[src/verilog/sts_defs.svh]
`ifndef STS_DEFS_SVH
`define STS_DEFS_SVH

// register offsets (byte addresses on the 8-bit register port)
`define STS_TX_CTRL_ADDR    8'h50
`define STS_RX_CTRL_ADDR    8'h51
`define STS_TXI_SIG_HI_ADDR 8'h52
`define STS_TXI_SIG_LO_ADDR 8'h53
`define STS_TXQ_SIG_HI_ADDR 8'h54
`define STS_TXQ_SIG_LO_ADDR 8'h55
`define STS_RX_STATUS_ADDR  8'h56

// control register field positions
`define STS_BIT_ENABLE      0
`define STS_BIT_START       1
`define STS_BIT_FOREVER     2
`define STS_BIT_SOURCE      3
`define STS_BIT_PATTERN     4
`define STS_CTRL_USED_MASK  8'h1f

// reset values
`define STS_CTRL_RESET      8'h00
`define STS_SIG_RESET       16'h0000
`define STS_LFSR_SEED       12'hfff

// checkerboard words
`define STS_CHECKER_A       12'ha5a
`define STS_CHECKER_B       12'h5a5

// run length in words
`define STS_RUN_WORDS       10'h200
`define STS_RUN_LAST        10'h1ff

`endif

[src/verilog/sts_pkg.sv]
package sts_pkg;

  typedef struct packed {
    logic [11:0] i_word;
    logic [11:0] q_word;
  } sts_pair_type;

  typedef struct packed {
    logic pattern_type;
    logic pattern_source;
    logic run_forever;
    logic start;
    logic selftest_on;
  } sts_ctrl_type;

  typedef enum logic [1:0] {
    STS_IDLE,
    STS_RUN,
    STS_DONE
  } sts_state_type;

endpackage

[src/verilog/sts_pattern_gen.sv]
`timescale 1ns/10ps
`include "sts_defs.svh"

// one pattern generator per path: lfsr or checkerboard, i and q words
module sts_pattern_gen
  import sts_pkg::*;
(
  input  wire logic         clk,
  input  wire logic         rstn,
  input  wire logic         restart,
  input  wire logic         advance,
  input  wire logic         pattern_type,
  output sts_pair_type      word
);

  typedef struct packed {
    logic [11:0] lfsr;
    logic        phase;
  } sts_gen_state_type;

  sts_gen_state_type state_reg;
  sts_gen_state_type state_next;

  // 12-bit maximal lfsr, taps 12,6,4,1
  function automatic logic [11:0] sts_lfsr_step(input logic [11:0] v);
    sts_lfsr_step = {v[10:0], v[11] ^ v[5] ^ v[3] ^ v[0]};
  endfunction

  always_comb begin
    state_next = state_reg;
    if (restart) begin
      state_next.lfsr  = `STS_LFSR_SEED;
      state_next.phase = 1'b0;
    end else if (advance) begin
      state_next.lfsr  = sts_lfsr_step(state_reg.lfsr);
      state_next.phase = ~state_reg.phase;
    end
  end

  always_ff @(posedge clk or negedge rstn) begin
    if (!rstn) begin
      state_reg <= '{lfsr: `STS_LFSR_SEED, phase: 1'b0};
    end else begin
      state_reg <= state_next;
    end
  end

  // in lfsr mode the q side takes the inverted lfsr so i and q differ
  always_comb begin
    if (pattern_type) begin
      word.i_word = state_reg.phase ? `STS_CHECKER_B : `STS_CHECKER_A;
      word.q_word = state_reg.phase ? `STS_CHECKER_B : `STS_CHECKER_A;
    end else begin
      word.i_word = state_reg.lfsr;
      word.q_word = ~state_reg.lfsr;
    end
  end

endmodule

[src/verilog/sts_skid_buffer.sv]
`timescale 1ns/10ps
`include "sts_defs.svh"

// two-entry buffer; in_ready depends only on registered fill
module sts_skid_buffer
  import sts_pkg::*;
(
  input  wire logic         clk,
  input  wire logic         rstn,
  input  wire logic         flush,
  input  wire logic         in_valid,
  output logic              in_ready,
  input  sts_pair_type      in_data,
  output logic              out_valid,
  input  wire logic         out_ready,
  output sts_pair_type      out_data
);

  typedef struct packed {
    sts_pair_type [1:0] mem;
    logic               rd_ptr;
    logic               wr_ptr;
    logic [1:0]         count;
  } sts_buf_state_type;

  sts_buf_state_type state_reg;
  sts_buf_state_type state_next;

  logic push;
  logic pop;

  always_comb begin
    in_ready  = (state_reg.count != 2'h2);
    out_valid = (state_reg.count != 2'h0);
    out_data  = state_reg.mem[state_reg.rd_ptr];
    push      = in_valid && in_ready;
    pop       = out_valid && out_ready;
    state_next = state_reg;
    if (flush) begin
      state_next.rd_ptr = 1'b0;
      state_next.wr_ptr = 1'b0;
      state_next.count  = 2'h0;
    end else begin
      if (push) begin
        state_next.mem[state_reg.wr_ptr] = in_data;
        state_next.wr_ptr = ~state_reg.wr_ptr;
      end
      if (pop) begin
        state_next.rd_ptr = ~state_reg.rd_ptr;
      end
      case ({push, pop})
        2'b10:   state_next.count = state_reg.count + 2'h1;
        2'b01:   state_next.count = state_reg.count - 2'h1;
        default: state_next.count = state_reg.count;
      endcase
    end
  end

  always_ff @(posedge clk or negedge rstn) begin
    if (!rstn) begin
      state_reg <= '0;
    end else begin
      state_reg <= state_next;
    end
  end

endmodule

[src/verilog/sts_selftest.sv]
//==========================================================
// Function
// pattern bit picks lfsr or a5a/5a5 checkerboard
// tx source bit picks generator or tx pins
// rx source bit picks generator or rx pins
// run bit: 512 words, or endless
// engine idles at start 0, runs at 1
// enable bit 0 gates engine on or off
// tx i signature at 0x52 high, 0x53 low
// tx q signature at 0x54 high, 0x55 low
// control bits 0..4 used, 7:5 unused
// signatures read-only, accumulate, hold after run
// far side drives pins every cycle when external; code takes a pin change only once sync stages 2 and 3 agree
`timescale 1ns/10ps
`include "sts_defs.svh"

module sts_selftest
  import sts_pkg::*;
(
  input  wire logic         clk,
  input  wire logic         rstn,
  input  wire logic [7:0]   reg_addr,
  input  wire logic [7:0]   reg_wdata,
  input  wire logic         reg_write,
  input  wire logic         reg_read,
  output logic [7:0]        reg_rdata,
  input  sts_pair_type      tx_pins,
  input  sts_pair_type      rx_pins,
  output logic              rx_test_valid,
  input  wire logic         rx_test_ready,
  output sts_pair_type      rx_test_word,
  output logic              tx_running,
  output logic              rx_running
);

  //==========================================================
  // state
  typedef struct packed {
    logic [7:0]    tx_ctrl;
    logic [7:0]    rx_ctrl;
    sts_state_type tx_state;
    sts_state_type rx_state;
    logic [9:0]    tx_count;
    logic [9:0]    rx_count;
    logic [15:0]   tx_i_signature;
    logic [15:0]   tx_q_signature;
    logic [15:0]   rx_signature;
    logic [7:0]    rdata;
    logic          rx_out_valid;
    sts_pair_type  rx_out_word;
    logic          tx_running;
    logic          rx_running;
  } sts_top_state_type;

  sts_top_state_type state_reg;
  sts_top_state_type state_next;

  //==========================================================
  // pin synchronisers: three stages, change taken when 2 and 3 agree
  sts_pair_type tx_sync1_reg;
  sts_pair_type tx_sync2_reg;
  sts_pair_type tx_sync3_reg;
  sts_pair_type tx_pins_reg;
  sts_pair_type rx_sync1_reg;
  sts_pair_type rx_sync2_reg;
  sts_pair_type rx_sync3_reg;
  sts_pair_type rx_pins_reg;

  always_ff @(posedge clk or negedge rstn) begin
    if (!rstn) begin
      tx_sync1_reg <= '0;
      tx_sync2_reg <= '0;
      tx_sync3_reg <= '0;
      tx_pins_reg  <= '0;
      rx_sync1_reg <= '0;
      rx_sync2_reg <= '0;
      rx_sync3_reg <= '0;
      rx_pins_reg  <= '0;
    end else begin
      tx_sync1_reg <= tx_pins;
      tx_sync2_reg <= tx_sync1_reg;
      tx_sync3_reg <= tx_sync2_reg;
      rx_sync1_reg <= rx_pins;
      rx_sync2_reg <= rx_sync1_reg;
      rx_sync3_reg <= rx_sync2_reg;
      if (tx_sync2_reg == tx_sync3_reg) begin
        tx_pins_reg <= tx_sync3_reg;
      end
      if (rx_sync2_reg == rx_sync3_reg) begin
        rx_pins_reg <= rx_sync3_reg;
      end
    end
  end

  //==========================================================
  // helpers
  sts_ctrl_type tx_c;
  sts_ctrl_type rx_c;

  function automatic sts_ctrl_type sts_decode(input logic [7:0] r);
    sts_decode.selftest_on    = r[`STS_BIT_ENABLE];
    sts_decode.start          = r[`STS_BIT_START];
    sts_decode.run_forever    = r[`STS_BIT_FOREVER];
    sts_decode.pattern_source = r[`STS_BIT_SOURCE];
    sts_decode.pattern_type   = r[`STS_BIT_PATTERN];
  endfunction

  // crc-16 style signature step over a 12-bit word
  function automatic logic [15:0] sts_sig_step(input logic [15:0] s,
                                               input logic [11:0] w);
    logic [15:0] x;
    x = {s[14:0], s[15] ^ s[14] ^ s[12] ^ s[3]};
    sts_sig_step = x ^ {4'h0, w};
  endfunction

  // an engine leaves idle only with both enable and start set
  function automatic logic sts_armed(input sts_ctrl_type c);
    sts_armed = c.selftest_on && c.start;
  endfunction

  // a finite run ends on its last word; an endless one never does
  function automatic logic sts_at_end(input sts_ctrl_type c,
                                      input logic [9:0]   count);
    sts_at_end = !c.run_forever && (count == `STS_RUN_LAST);
  endfunction

  assign tx_c = sts_decode(state_reg.tx_ctrl);
  assign rx_c = sts_decode(state_reg.rx_ctrl);

  //==========================================================
  // pattern generators
  logic         tx_go;
  logic         rx_go;
  logic         tx_restart;
  logic         rx_restart;
  logic         rx_push_ok;
  sts_pair_type tx_gen_word;
  sts_pair_type rx_gen_word;

  assign tx_restart = (state_reg.tx_state != STS_RUN);
  assign rx_restart = (state_reg.rx_state != STS_RUN);

  sts_pattern_gen u_tx_gen (
    .clk          (clk),
    .rstn         (rstn),
    .restart      (tx_restart),
    .advance      (tx_go),
    .pattern_type (tx_c.pattern_type),
    .word         (tx_gen_word)
  );

  sts_pattern_gen u_rx_gen (
    .clk          (clk),
    .rstn         (rstn),
    .restart      (rx_restart),
    .advance      (rx_go),
    .pattern_type (rx_c.pattern_type),
    .word         (rx_gen_word)
  );

  //==========================================================
  // receive word buffer: a stall by the consumer pauses the rx run
  sts_pair_type rx_word_in;
  sts_pair_type rx_buf_word;
  logic         rx_buf_valid;
  logic         rx_out_take;

  assign rx_word_in  = rx_c.pattern_source ? rx_pins_reg : rx_gen_word;
  assign rx_go       = (state_reg.rx_state == STS_RUN) && rx_push_ok;
  assign rx_out_take = !state_reg.rx_out_valid || rx_test_ready;

  sts_skid_buffer u_rx_buf (
    .clk       (clk),
    .rstn      (rstn),
    .flush     (rx_restart && (state_reg.rx_state == STS_IDLE)),
    .in_valid  (rx_go),
    .in_ready  (rx_push_ok),
    .in_data   (rx_word_in),
    .out_valid (rx_buf_valid),
    .out_ready (rx_out_take),
    .out_data  (rx_buf_word)
  );

  //==========================================================
  // next state
  sts_pair_type tx_word;

  assign tx_word = tx_c.pattern_source ? tx_pins_reg : tx_gen_word;
  assign tx_go   = (state_reg.tx_state == STS_RUN);

  always_comb begin
    state_next = state_reg;

    // register writes; signature addresses are read-only
    if (reg_write) begin
      case (reg_addr)
        `STS_TX_CTRL_ADDR: state_next.tx_ctrl = reg_wdata & `STS_CTRL_USED_MASK;
        `STS_RX_CTRL_ADDR: state_next.rx_ctrl = reg_wdata & `STS_CTRL_USED_MASK;
        default:           state_next.tx_ctrl = state_reg.tx_ctrl;
      endcase
    end

    // register reads, data in the following cycle
    if (reg_read) begin
      case (reg_addr)
        `STS_TX_CTRL_ADDR:    state_next.rdata = state_reg.tx_ctrl;
        `STS_RX_CTRL_ADDR:    state_next.rdata = state_reg.rx_ctrl;
        `STS_TXI_SIG_HI_ADDR: state_next.rdata = state_reg.tx_i_signature[15:8];
        `STS_TXI_SIG_LO_ADDR: state_next.rdata = state_reg.tx_i_signature[7:0];
        `STS_TXQ_SIG_HI_ADDR: state_next.rdata = state_reg.tx_q_signature[15:8];
        `STS_TXQ_SIG_LO_ADDR: state_next.rdata = state_reg.tx_q_signature[7:0];
        `STS_RX_STATUS_ADDR:  state_next.rdata = {6'h00, state_reg.rx_running,
                                                  state_reg.tx_running};
        default:              state_next.rdata = 8'h00;
      endcase
    end else begin
      state_next.rdata = 8'h00;
    end

    // tx engine
    case (state_reg.tx_state)
      STS_IDLE: begin
        if (sts_armed(tx_c)) begin
          state_next.tx_state       = STS_RUN;
          state_next.tx_count       = 10'h000;
          state_next.tx_i_signature = `STS_SIG_RESET;
          state_next.tx_q_signature = `STS_SIG_RESET;
        end
      end
      // done holds the signature until start or enable is dropped
      STS_DONE: begin
        if (!sts_armed(tx_c)) begin
          state_next.tx_state = STS_IDLE;
        end
      end
      STS_RUN: begin
        state_next.tx_i_signature = sts_sig_step(state_reg.tx_i_signature,
                                                 tx_word.i_word);
        state_next.tx_q_signature = sts_sig_step(state_reg.tx_q_signature,
                                                 tx_word.q_word);
        state_next.tx_count = state_reg.tx_count + 10'h001;
        if (!sts_armed(tx_c)) begin
          state_next.tx_state = STS_IDLE;
        end else if (sts_at_end(tx_c, state_reg.tx_count)) begin
          state_next.tx_state = STS_DONE;
        end
      end
      default: state_next.tx_state = STS_IDLE;
    endcase

    // rx engine, counts only words accepted by the buffer
    case (state_reg.rx_state)
      STS_IDLE: begin
        if (sts_armed(rx_c)) begin
          state_next.rx_state     = STS_RUN;
          state_next.rx_count     = 10'h000;
          state_next.rx_signature = `STS_SIG_RESET;
        end
      end
      // the buffer keeps draining while done waits for start or enable to drop
      STS_DONE: begin
        if (!sts_armed(rx_c)) begin
          state_next.rx_state = STS_IDLE;
        end
      end
      STS_RUN: begin
        if (!sts_armed(rx_c)) begin
          state_next.rx_state = STS_IDLE;
        end else if (rx_go) begin
          state_next.rx_signature = sts_sig_step(state_reg.rx_signature,
                                                 rx_word_in.i_word);
          state_next.rx_count = state_reg.rx_count + 10'h001;
          if (sts_at_end(rx_c, state_reg.rx_count)) begin
            state_next.rx_state = STS_DONE;
          end
        end
      end
      default: state_next.rx_state = STS_IDLE;
    endcase

    // registered rx output stage
    if (rx_out_take) begin
      state_next.rx_out_valid = rx_buf_valid;
      state_next.rx_out_word  = rx_buf_word;
    end

    state_next.tx_running = (state_next.tx_state == STS_RUN);
    state_next.rx_running = (state_next.rx_state == STS_RUN);
  end

  always_ff @(posedge clk or negedge rstn) begin
    if (!rstn) begin
      state_reg          <= '0;
      state_reg.tx_ctrl  <= `STS_CTRL_RESET;
      state_reg.rx_ctrl  <= `STS_CTRL_RESET;
      state_reg.tx_state <= STS_IDLE;
      state_reg.rx_state <= STS_IDLE;
    end else begin
      state_reg <= state_next;
    end
  end

  //==========================================================
  // outputs
  assign reg_rdata     = state_reg.rdata;
  assign rx_test_valid = state_reg.rx_out_valid;
  assign rx_test_word  = state_reg.rx_out_word;
  assign tx_running    = state_reg.tx_running;
  assign rx_running    = state_reg.rx_running;

endmodule

[config.mk]
export PLATFORM = sky130hd
export DESIGN_NAME = sts_selftest
export DESIGN_NICKNAME = d
export VERILOG_FILES = /design/src/verilog/sts_pkg.sv /design/src/verilog/sts_pattern_gen.sv /design/src/verilog/sts_skid_buffer.sv /design/src/verilog/sts_selftest.sv
export VERILOG_INCLUDE_DIRS = /design/src /design/src/verilog
export SDC_FILE = /design/constraint.sdc
export NUM_CORES = 1
export LEC_CHECK = 0
export BUFFER_PORTS_ARGS = -buffer_cell sky130_fd_sc_hd__buf_2
export CAP_MARGIN = 20
export CORE_ASPECT_RATIO = 1.4
export CORE_MARGIN = 5
export CORE_UTILIZATION = 62
export CTS_BUF_LIST = sky130_fd_sc_hd__clkbuf_16
export CTS_CLUSTER_DIAMETER = 100
export DETAILED_ROUTE_END_ITERATION = 16
export PLACE_DENSITY_LB_ADDON = 0.08
export SLEW_MARGIN = 10
export SYNTH_ARGS = -nofsm -noshare
export SYNTH_HDL_FRONTEND = slang
export SYNTH_SLANG_ARGS = --single-unit
[constraint.sdc]
create_clock -name clk -period 3.2 [get_ports clk]
set_input_delay 0.64 -clock clk [delete_from_list [all_inputs] [get_ports clk]]
set_output_delay 0.64 -clock clk [all_outputs]
set_load 0.02 [all_outputs]
==> results.json, run 1 <==
{
  "status": "complete, no violations",
  "ant_nets": 0,
  "fin_crit_ps": 2360,
  "die_x_um": 139,
  "fmax_mhz": 424,
  "clkTransAtPathRegs_ps": 60,
  "core_area_um2": 23200,
  "maxCapViolCount": 0,
  "synthDistinctLibCells": 44,
  "wl_mm": 27.7,
  "clk_latency_ps": 520,
  "critPathCaptureType": "register",
  "cp_cell_sequence": "xor2_1 -> nor4_1 -> nand4_1 -> nor3_4 -> buf_12 -> mux2_2",
  "ys_ff_latch": 371,
  "antenna_found_initial": 0,
  "layout_common_cells": "dfrtp_1 (347), o21ai_0 (155), nand2_1 (146)",
  "critical_path_arrival_ps": 2750,
  "pre_cts_ws_ps": 840,
  "area_growth_pct": 11.2,
  "rsz0062_at_grt": "false",
  "synthFlopType": "dfrtp_1",
  "drc": 0,
  "place_area_um2": 15100,
  "numCtsBuffers": 35,
  "num_rows": 66,
  "die-area_um2": 26600,
  "synth_edf_count": 0,
  "async_reset_ff_share_pct": 100,
  "drive_gt1_share_pct": 19.7,
  "cp.required_ps": 3590,
  "root_buffer": "clkbuf_16",
  "power_density_nw_per_um2": 563,
  "antenna_cells": 0,
  "tightest_slew_ps": 1010,
  "postCtsSetupBuffers": 0,
  "maxSlewHeadroom_pct": 32.9,
  "peakVddDrop_v": 0.000641,
  "layout_commonest_cell": "dfrtp_1",
  "final_cell_area_um2": 16200,
  "numPortBuffers": 100,
  "use_met2_pct": 39.1,
  "clk_path_buf_depth": 3,
  "grt_max_degree": 83,
  "power_switching_uw": 2020,
  "syn-cell-area_um2": 14500,
  "yosysWarnings": 0,
  "p_seq_share_pct": 54.0,
  "via_count": 8854,
  "top_level_ports": 104,
  "cts_resized": 0,
  "grt_use_total_pct": 21.7,
  "dr.pass1.iters": 5,
  "ctsHoldBuffers": 0,
  "final_net_count": 1342,
  "cts_tree": "built",
  "largest_register_ffs": 61,
  "r2r_cells": 6,
  "worst-setup-path-type": "register to register",
  "p_int_uw": 7090,
  "setup_ws_ps": 843,
  "grt_first_pass_wirelength_mm": 46.7,
  "netlist_instances": 1208,
  "dp_hpwl_mm": 19.1,
  "top_usage_layer": "met2",
  "n_fill_cell": 1709,
  "cts_sinks": 371,
  "clock_skew_ps": 13.0,
  "yosysSeqAreaShare_pct": 64.1,
  "setup-violations-final": 0,
  "drt_iter0_drc": 562,
  "globalplace.congestion": 0.893,
  "max_stage_delay_ps": 410,
  "power.static_leakage_uw": 0.00759,
  "vias_per_cell": 5.53,
  "hold_viol_final": 0,
  "syn_avg_cell_area_um2": 12.0,
  "use_met1_pct": 26.3,
  "gr-total-overflow": 0,
  "period_share_pct": 73.6,
  "drv_slew": 0,
  "wl_per_cell_um": 17.3,
  "cp_slowest_cell": "nor3_4",
  "switching_share_pct": 22.1,
  "min_path_type": "input port to asynchronous set/reset pin",
  "use_met3_pct": 3.08,
  "startpoint_type": "register",
  "initial_core_util_pct": 62.6,
  "die_y_um": 191,
  "final.setup.tns_ps": 0,
  "p_clk_share_pct": 41.9,
  "grt_pass1_vias": 9070,
  "combPwrFrac_pct": 4.1,
  "cp_max_fo": 18,
  "h-tree-depth": 2,
  "postSynthNetCount": 1280
}
-- power groups by stage --
stage | clock, µW | sequential, µW | combinational (µW)
floorplan | 0 | 4970 | 208
global placement | 0 | 5000 | 376
detailed placement | 0 | 5010 | 382
CTS | 3900 | 4920 | 386
global route | 4110 | 4940 | 430
finish | 3810 | 4920 | 376
-- cells by family (layout without fill, tap and decap cells) --
| group | count (synthesis) | after routing | synth area share [%] |
|---|---|---|---|
| AOI/OAI and AO/OA | 246 | 246 | 9.22 |
| xor gates and xnor gates | 94 | 94 | 5.66 |
| adders and majority gates | 3 | 3 | 0.258 |
| buffers and inverters | 110 | 198 | 3.94 |
| DFF | 371 | 371 | 64.1 |
| muxes | 110 | 110 | 8.32 |
| and+or+nand+nor | 274 | 274 | 8.51 |
-- cell type report --
| type | instances | area (µm²) | area share [%] |
|---|---|---|---|
| Sequential cell | 371 | 9310 | 57.6 |
| Multi-Input combinational cell | 727 | 4650 | 28.8 |
| Clock buffer | 36 | 901 | 5.57 |
| Timing Repair Buffer | 117 | 701 | 4.33 |
| Tap cell | 306 | 383 | 2.37 |
| Clock inverter | 27 | 153 | 0.944 |
| Inverter | 18 | 67.6 | 0.418 |
-- worst max-delay path, delay by kind of cell, from the launching register on --
family | cells | cell delay (ps)
muxes | 1 | 350
xor gates and xnor gates | 1 | 170
buffers and inverters | 1 | 220
and+or+nand+nor | 3 | 1080
DFF | 1 | 400
-- final timing paths --
kind | startpoint | end | slack (ps)
hold reg to reg | tx_sync1_reg[5]$_DFF_PN0_ | tx_sync2_reg[5]$_DFF_PN0_ | 350
setup reg to reg | tx_sync3_reg[20]$_DFF_PN0_ | tx_pins_reg[18]$_DFFE_PN0N_ | 840
min in group clk | rx_pins[18] | rx_sync1_reg[18]$_DFF_PN0_ | 220
hold / removal | rstn | u_rx_buf.state_reg[48]$_DFFE_PN0P_ | 70
setup / recovery | tx_sync3_reg[20]$_DFF_PN0_ | tx_pins_reg[18]$_DFFE_PN0N_ | 840
max in group asynchronous | rstn | u_tx_gen.state_reg[2]$_DFF_PN1_ | 2230
-- per-stage QoR --
step / total power, µW / hold WS, ps / utilization [%] / instances
finish: 9110 / 67.8 / 69.7 / 1602
global route: 9470 / 95.7 / 69.7 / 1602
CTS: 9210 / 76.6 / 69.7 / 1602
detailed placement: 5390 / 335 / 65.1 / 1539
global placement: 5380 / 332 / 65.1 / 1539
floorplan: 5170 / 331 / - / 1208
-- per-layer routing --
metal	vias up	wire, µm	share of wire, %
met5	-	0	0
met4	0	1110	4.0
met3	63	965	3.5
met2	177	14800	53
met1	4417	10900	39
li1	4197	-	-
-- cells in the mapped netlist (all sizes together) (2+ instances only) --
master | count | area (µm²)
nand4 | 14 | 87.6
o22a | 7 | 61.3
a22oi | 7 | 52.6
a22o | 10 | 87.6
mux4 | 2 | 45.0
xor2 | 50 | 438
nor2 | 54 | 210
a31oi | 2 | 12.5
nor4 | 10 | 62.6
nand3 | 9 | 45.0
dfstp | 24 | 631
inv | 18 | 67.6
mux2i | 41 | 410
buf | 48 | 340
nand2 | 146 | 548
clkbuf | 44 | 165
ha | 3 | 37.5
and3 | 9 | 56.3
nor2b | 6 | 37.5
nand2b | 16 | 100
o21ai | 163 | 816
or3 | 3 | 18.8
xnor2 | 44 | 385
a211oi | 2 | 15.0
a21oi | 51 | 255
nor3 | 3 | 37.5
dfrtp | 347 | 8680
mux2 | 67 | 754
Power figures use the tool's default switching activity.
==> run 2: changes to the inputs <==
--- a/config.mk
+++ b/config.mk
@@ -6,11 +6,12 @@
 export SDC_FILE = /design/constraint.sdc
 export NUM_CORES = 1
 export LEC_CHECK = 0
+export ABC_AREA = 1
 export BUFFER_PORTS_ARGS = -buffer_cell sky130_fd_sc_hd__buf_2
 export CAP_MARGIN = 20
 export CORE_ASPECT_RATIO = 1.4
 export CORE_MARGIN = 5
-export CORE_UTILIZATION = 62
+export CORE_UTILIZATION = 55
 export CTS_BUF_LIST = sky130_fd_sc_hd__clkbuf_16
 export CTS_CLUSTER_DIAMETER = 100
 export DETAILED_ROUTE_END_ITERATION = 16
==> constraint.sdc (replaced) <==
create_clock -name clk -period 2 [get_ports clk]
set_input_delay 0.4 -clock clk [delete_from_list [all_inputs] [get_ports clk]]
set_output_delay 0.4 -clock clk [all_outputs]
set_load 0.02 [all_outputs]
==> run 2 against run 1 <==
Effect of this change: critical path depth up 3; sequential share of layout area is 6.4 points lower; power rose by 64%; final area rose by 13%; clock power grew 63%; die area increased by 21%; combinational power increased by 120%; largest power group unchanged; critical path type unchanged; via count increased by 26%.
==> results.json, run 2 <==
{
  "hold_viol_final": 0,
  "postSynthNetCount": 1749,
  "yosysSeqAreaShare_pct": 58.8,
  "clk_path_buf_depth": 3,
  "drv_slew": 0,
  "r2r_cells": 9,
  "die-area_um2": 32300,
  "wl_per_cell_um": 15.1,
  "numCtsBuffers": 36,
  "min_to": "reg_rdata[0]$_DFF_PN0_",
  "period_share_pct": 82.6,
  "maxSlewHeadroom_pct": 64.9,
  "wl_mm": 33.6,
  "core_area_um2": 28400,
  "h-tree-depth": 2,
  "grt_max_degree": 79,
  "n_fill_cell": 2338,
  "r2r_slack_ps": 350,
  "gr-total-overflow": 0,
  "drt_iter0_drc": 559,
  "finalPower_uw": 14900,
  "num_rows": 73,
  "fmax_mhz": 606,
  "grt_use_total_pct": 21.4,
  "setup_ws_ps": 349,
  "holdPathStages": 3,
  "async_reset_ff_share_pct": 100,
  "fin_crit_ps": 1650,
  "globalplace.congestion": 0.934,
  "root_buffer": "clkbuf_16",
  "synth_top_area_share_pct": 54.8,
  "synthDistinctLibCells": 48,
  "vias_per_cell": 5.02,
  "grt_pass1_vias": 11599,
  "ant_nets": 0,
  "layout_commonest_cell": "nand2_1",
  "tightest_slew_ps": 521,
  "setup-violations-final": 0,
  "final_cells": 2225,
  "area_growth_pct": 14.9,
  "critical_path_arrival_ps": 2120,
  "holdCritStartpoint": "reg_read",
  "startpoint_type": "register",
  "largest_register_ffs": 61,
  "reg2reg_from": "rx_sync3_reg[13]$_DFF_PN0_",
  "rsz0062_at_grt": "false",
  "status": "complete, no violations",
  "peakVddDrop_v": 0.000719,
  "ys_ff_latch": 371,
  "min_path_type": "input port to register",
  "numPortBuffers": 100,
  "antenna_found_initial": 0,
  "drive_gt1_share_pct": 16.7,
  "die_y_um": 211,
  "synth_edf_count": 0,
  "top_level_ports": 104,
  "drc": 0,
  "yosysWarnings": 0,
  "maxCapViolCount": 0,
  "netlist_instances": 1677,
  "power.static_leakage_uw": 0.00947,
  "synthFlopType": "dfrtp_1",
  "syn-cell-area_um2": 15800,
  "pre_cts_ws_ps": 266,
  "initial_core_util_pct": 55.8,
  "dr.pass1.iters": 5,
  "antenna_cells": 0,
  "final_net_count": 1895,
  "clk_latency_ps": 530,
  "layout_common_cells": "nand2_1 (470), dfrtp_1 (347), inv_1 (168)",
  "yosysMostFrequentCell": "nand2_1",
  "final.setup.tns_ps": 0,
  "clkTransAtPathRegs_ps": 60,
  "cp-startpoint": "rx_sync3_reg[13]$_DFF_PN0_",
  "reg2reg_to": "rx_pins_reg[2]$_DFFE_PN0N_",
  "cts_sinks": 371,
  "via_count": 11167,
  "synthTopCellsByCount": "nand2_1 (470), dfrtp_1 (347), nor2_1 (165)",
  "cp.required_ps": 2470,
  "worst-setup-path-type": "register to register",
  "postCtsSetupBuffers": 0,
  "power_density_nw_per_um2": 820,
  "grt_first_pass_wirelength_mm": 56.8,
  "dp_hpwl_mm": 24.2,
  "clock_skew_ps": 16.4,
  "syn_avg_cell_area_um2": 9.44,
  "post-place-cells": 2111,
  "die_x_um": 153,
  "yosysTopAreaCell": "dfrtp_1",
  "cts_tree": "built",
  "cp_max_fo": 24,
  "critPathCaptureType": "register",
  "synth_area_leaders": "dfrtp_1 (55%), nand2_1 (11%), dfstp_2 (4.0%)"
}
## run 2: how the worst max path moves through the flow
stage / endpoint / slack [ps] / cells past startpoint
after detailed placement: rx_pins_reg[6]$_DFFE_PN0N_ / 270 / 8
after floorplan: u_rx_buf.state_reg[1]$_DFFE_PN0P_ / 540 / 7
final: rx_pins_reg[2]$_DFFE_PN0N_ / 350 / 9
after global routing: rx_pins_reg[2]$_DFFE_PN0N_ / 100 / 9
after global placement: rx_pins_reg[16]$_DFFE_PN0N_ / 310 / 8
after CTS: rx_pins_reg[18]$_DFFE_PN0N_ / 230 / 8
## run 2: what timing repair did
| action | CTS | global route |
|---|---|---|
| gates resized for setup | 0 | 1 |
| hold endpoints to repair | 72 | 0 |
| setup endpoints to repair | 0 | 2 |
| hold buffers | 49 | 0 |
## run 2: cells by family (layout without fill, tap and decap cells)
family	Yosys count	count (layout)	share of synthesized area [%]
and+or+nand+nor	776	776	20.5
DFF	371	371	58.8
buffers and inverters	258	431	7.94
AOI/OAI and AO/OA	207	207	7.34
xor gates and xnor gates	12	12	0.664
adders and majority gates	3	3	0.237
muxes	50	50	4.49
## run 2: area by class of cell
| cell class | instances | area, µm² | share of cell area [%] |
|---|---|---|---|
| flip-flops and latches | 371 | 9310 | 51.2 |
| multi-input cells | 1048 | 5270 | 29.0 |
| repair buffers | 187 | 1400 | 7.68 |
| clock buffers | 37 | 926 | 5.09 |
| inverters | 179 | 677 | 3.72 |
| well taps | 375 | 469 | 2.58 |
| clock inverters | 28 | 146 | 0.804 |
## run 2: layer usage
layer | vias to the layer above | part of all wire (%) | track usage [%]
met1 | 5271 | 39 | 25.4
met3 | 84 | 3.4 | 2.81
li1 | 5583 | - | -
met4 | 0 | 4.4 | 9.81
met2 | 229 | 53 | 38.9
met5 | - | 0 | 0
## run 2: report_power, final
| part | total, µW | switching, µW | internal, µW | leakage (µW) |
|---|---|---|---|---|
| sequential | 7880 | 157 | 7720 | 0.00476 |
| combinational | 824 | 491 | 333 | 0.00414 |
| clock | 6220 | 2740 | 3480 | 0.000562 |
## run 2: critical path: stages (launching register included)
cell and delay, ps:
dfrtp_1 400, inv_1 60, nand2_1 50, nand2_1 60
nand2_1 70, nor2_1 130, nand2_1 100, nor2_4 430
nand3_1 190, nand2_1 90
## run 2: metrics by stage
step / cell area [µm²] / hold slack, ps / util, %
global placement: 16600 / 283 / 58.6
CTS: 18200 / 129 / 64.1
detailed placement: 16600 / 280 / 58.6
global route: 18200 / 155 / 64.1
floorplan: 15800 / 104 / -
finish: 18200 / 158 / 64.1
==> run 3: changes to the inputs <==
--- a/config.mk
+++ b/config.mk
@@ -11,7 +11,7 @@
 export CAP_MARGIN = 20
 export CORE_ASPECT_RATIO = 1.4
 export CORE_MARGIN = 5
-export CORE_UTILIZATION = 55
+export CORE_UTILIZATION = 60
 export CTS_BUF_LIST = sky130_fd_sc_hd__clkbuf_16
 export CTS_CLUSTER_DIAMETER = 100
 export DETAILED_ROUTE_END_ITERATION = 16
==> constraint.sdc (replaced) <==
create_clock -name clk -period 1.7 [get_ports clk]
set_input_delay 0.34 -clock clk [delete_from_list [all_inputs] [get_ports clk]]
set_output_delay 0.34 -clock clk [all_outputs]
set_load 0.02 [all_outputs]
==> run 3 against run 2 <==
Effect of this change: maximum frequency rose by 2.8%; die area fell by 7.9%; global-route usage rose by 2.0 points; critical path depth fell by 2; sequential share of layout area fell by 0.61 points; routed wire length rose by 1.5%; final cell count fell by 1.6%; register-to-register slack got worse by 260 ps; hold slack got worse by 56 ps; sequential cell count did not move; sequential power rose by 18%; non-clock buffer count rose by 16.
==> results.json, run 3 (synthesis gave the netlist of run 2 again) <==
{
  "clk_latency_ps": 510,
  "via_count": 11400,
  "maxCapViolCount": 0,
  "core_area_um2": 26100,
  "tightest_slew_ps": 473,
  "layout_common_cells": "nand2_1 (469), dfrtp_1 (347), nor2_1 (164)",
  "fmax_mhz": 622,
  "period_share_pct": 94.5,
  "num_rows": 70,
  "power_density_nw_per_um2": 992,
  "layout_commonest_cell": "nand2_1",
  "grt_pass1_vias": 11738,
  "grt_max_degree": 73,
  "hold_viol_final": 0,
  "drive_gt1_share_pct": 18.1,
  "wl_per_cell_um": 15.6,
  "min_path_type": "input port to register",
  "r2r_slack_ps": 90,
  "antenna_found_initial": 0,
  "reg2reg_from": "state_reg[104]$_DFF_PN0_",
  "initial_core_util_pct": 60.7,
  "grt_use_total_pct": 23.5,
  "multi_input_area_um2": 5270,
  "postCtsSetupBuffers": 0,
  "numPortBuffers": 100,
  "root_buffer": "clkbuf_16",
  "setup-violations-final": 0,
  "drc": 0,
  "final_net_count": 1911,
  "globalplace.congestion": 0.872,
  "seq_area_um2": 9310,
  "finalPower_uw": 18300,
  "power.static_leakage_uw": 0.00959,
  "h-tree-depth": 2,
  "vias_per_cell": 5.21,
  "drt_iter0_drc": 606,
  "die-area_um2": 29800,
  "status": "complete, no violations",
  "grt_first_pass_wirelength_mm": 57.2,
  "fin_crit_ps": 1610,
  "cp.required_ps": 2080,
  "gr-total-overflow": 0,
  "critPathCaptureType": "register",
  "area_growth_pct": 16.3,
  "pre_cts_ws_ps": 97.0,
  "cts_sinks": 371,
  "clock_skew_ps": 14.6,
  "antenna_cells": 0,
  "cp_max_fo": 19,
  "maxSlewHeadroom_pct": 68.1,
  "clk_path_buf_depth": 3,
  "die_y_um": 202,
  "final.setup.tns_ps": 0,
  "drv_slew": 0,
  "n_fill_cell": 1977,
  "wl_mm": 34.0,
  "dr.pass1.iters": 7,
  "startpoint_type": "register",
  "top_level_ports": 104,
  "numCtsBuffers": 36,
  "dp_hpwl_mm": 24.1,
  "worst-setup-path-type": "register to register",
  "largest_register_ffs": 61,
  "critical_path_arrival_ps": 1990,
  "holdCritStartpoint": "reg_read",
  "clkTransAtPathRegs_ps": 60,
  "cts_tree": "built",
  "rsz0062_at_grt": "false",
  "setup_ws_ps": 93.3,
  "peakVddDrop_v": 0.000958,
  "cp-startpoint": "state_reg[104]$_DFF_PN0_",
  "die_x_um": 147,
  "ant_nets": 0
}
==> run 3: changes by cell type in the layout (fill, tap and decap cells not counted), moves of 3 or more <==
cell	before	now
buf_12	9	13
clkinv_2	4	7
clkinv_1	15	9
buf_4	29	41
inv_1	168	163
clkinvlp_4	0	3
bufinv_16	1	5
==> run 3: metal layers <==
metal  track usage, %  vias to the layer above  wire, µm
met3             3.21                      107      1090
met5                0                        -         0
met2             43.0                      252     17900
met1             26.9                     5425     13200
met4             11.1                        0      1780
li1                 -                     5616         -
==> run 3: per-stage QoR <==
step | hold slack (ps) | area, µm² | util [%] | std cells
floorplan | 44.4 | 15800 | - | 1677
global placement | 221 | 16700 | 64.1 | 2076
detailed placement | 224 | 16700 | 64.1 | 2076
CTS | 75.0 | 18400 | 70.6 | 2189
global route | 116 | 18400 | 70.6 | 2189
finish | 102 | 18400 | 70.6 | 2189
==> run 3: timing repair <==
action	CTS	global route
hold buffers	49	0
setup endpoints to repair	0	5
hold endpoints to repair	109	0
resized for setup	0	3
==> run 3: cell type report <==
class,instances,share of cell area [%]
inverters,179,3.67
well taps,324,2.20
multi-input cells,1048,28.6
clock inverters,27,1.43
flip-flops and latches,371,50.5
repair buffers,203,8.52
clock buffers,37,5.03
==> run 3: final timing paths <==
path,end,cells after the start
worst max-delay path,u_rx_buf.state_reg[17]$_DFFE_PN0P_,7
worst min-delay path,reg_rdata[0]$_DFF_PN0_,3
worst max register to register,u_rx_buf.state_reg[17]$_DFFE_PN0P_,7
worst min register to register,tx_sync2_reg[4]$_DFF_PN0_,0
max in group asynchronous,u_tx_gen.state_reg[5]$_DFF_PN1_,3
min in group asynchronous,u_rx_buf.state_reg[0]$_DFFE_PN0P_,2
==> run 3: critical path, cell delays in order (launching register included) <==
cell and delay (ps):
dfrtp_1 420, inv_2 90, nand2_4 70, inv_6 110, nand2_8 110, nor2_8 110, buf_12 190, mux2_2 360
==> run 3: power by group <==
| part | total [µW] | switching [µW] | internal (µW) |
|---|---|---|---|
| Clock | 8010 | 3290 | 4730 |
| Sequential | 9260 | 182 | 9080 |
| Combinational | 1010 | 600 | 411 |
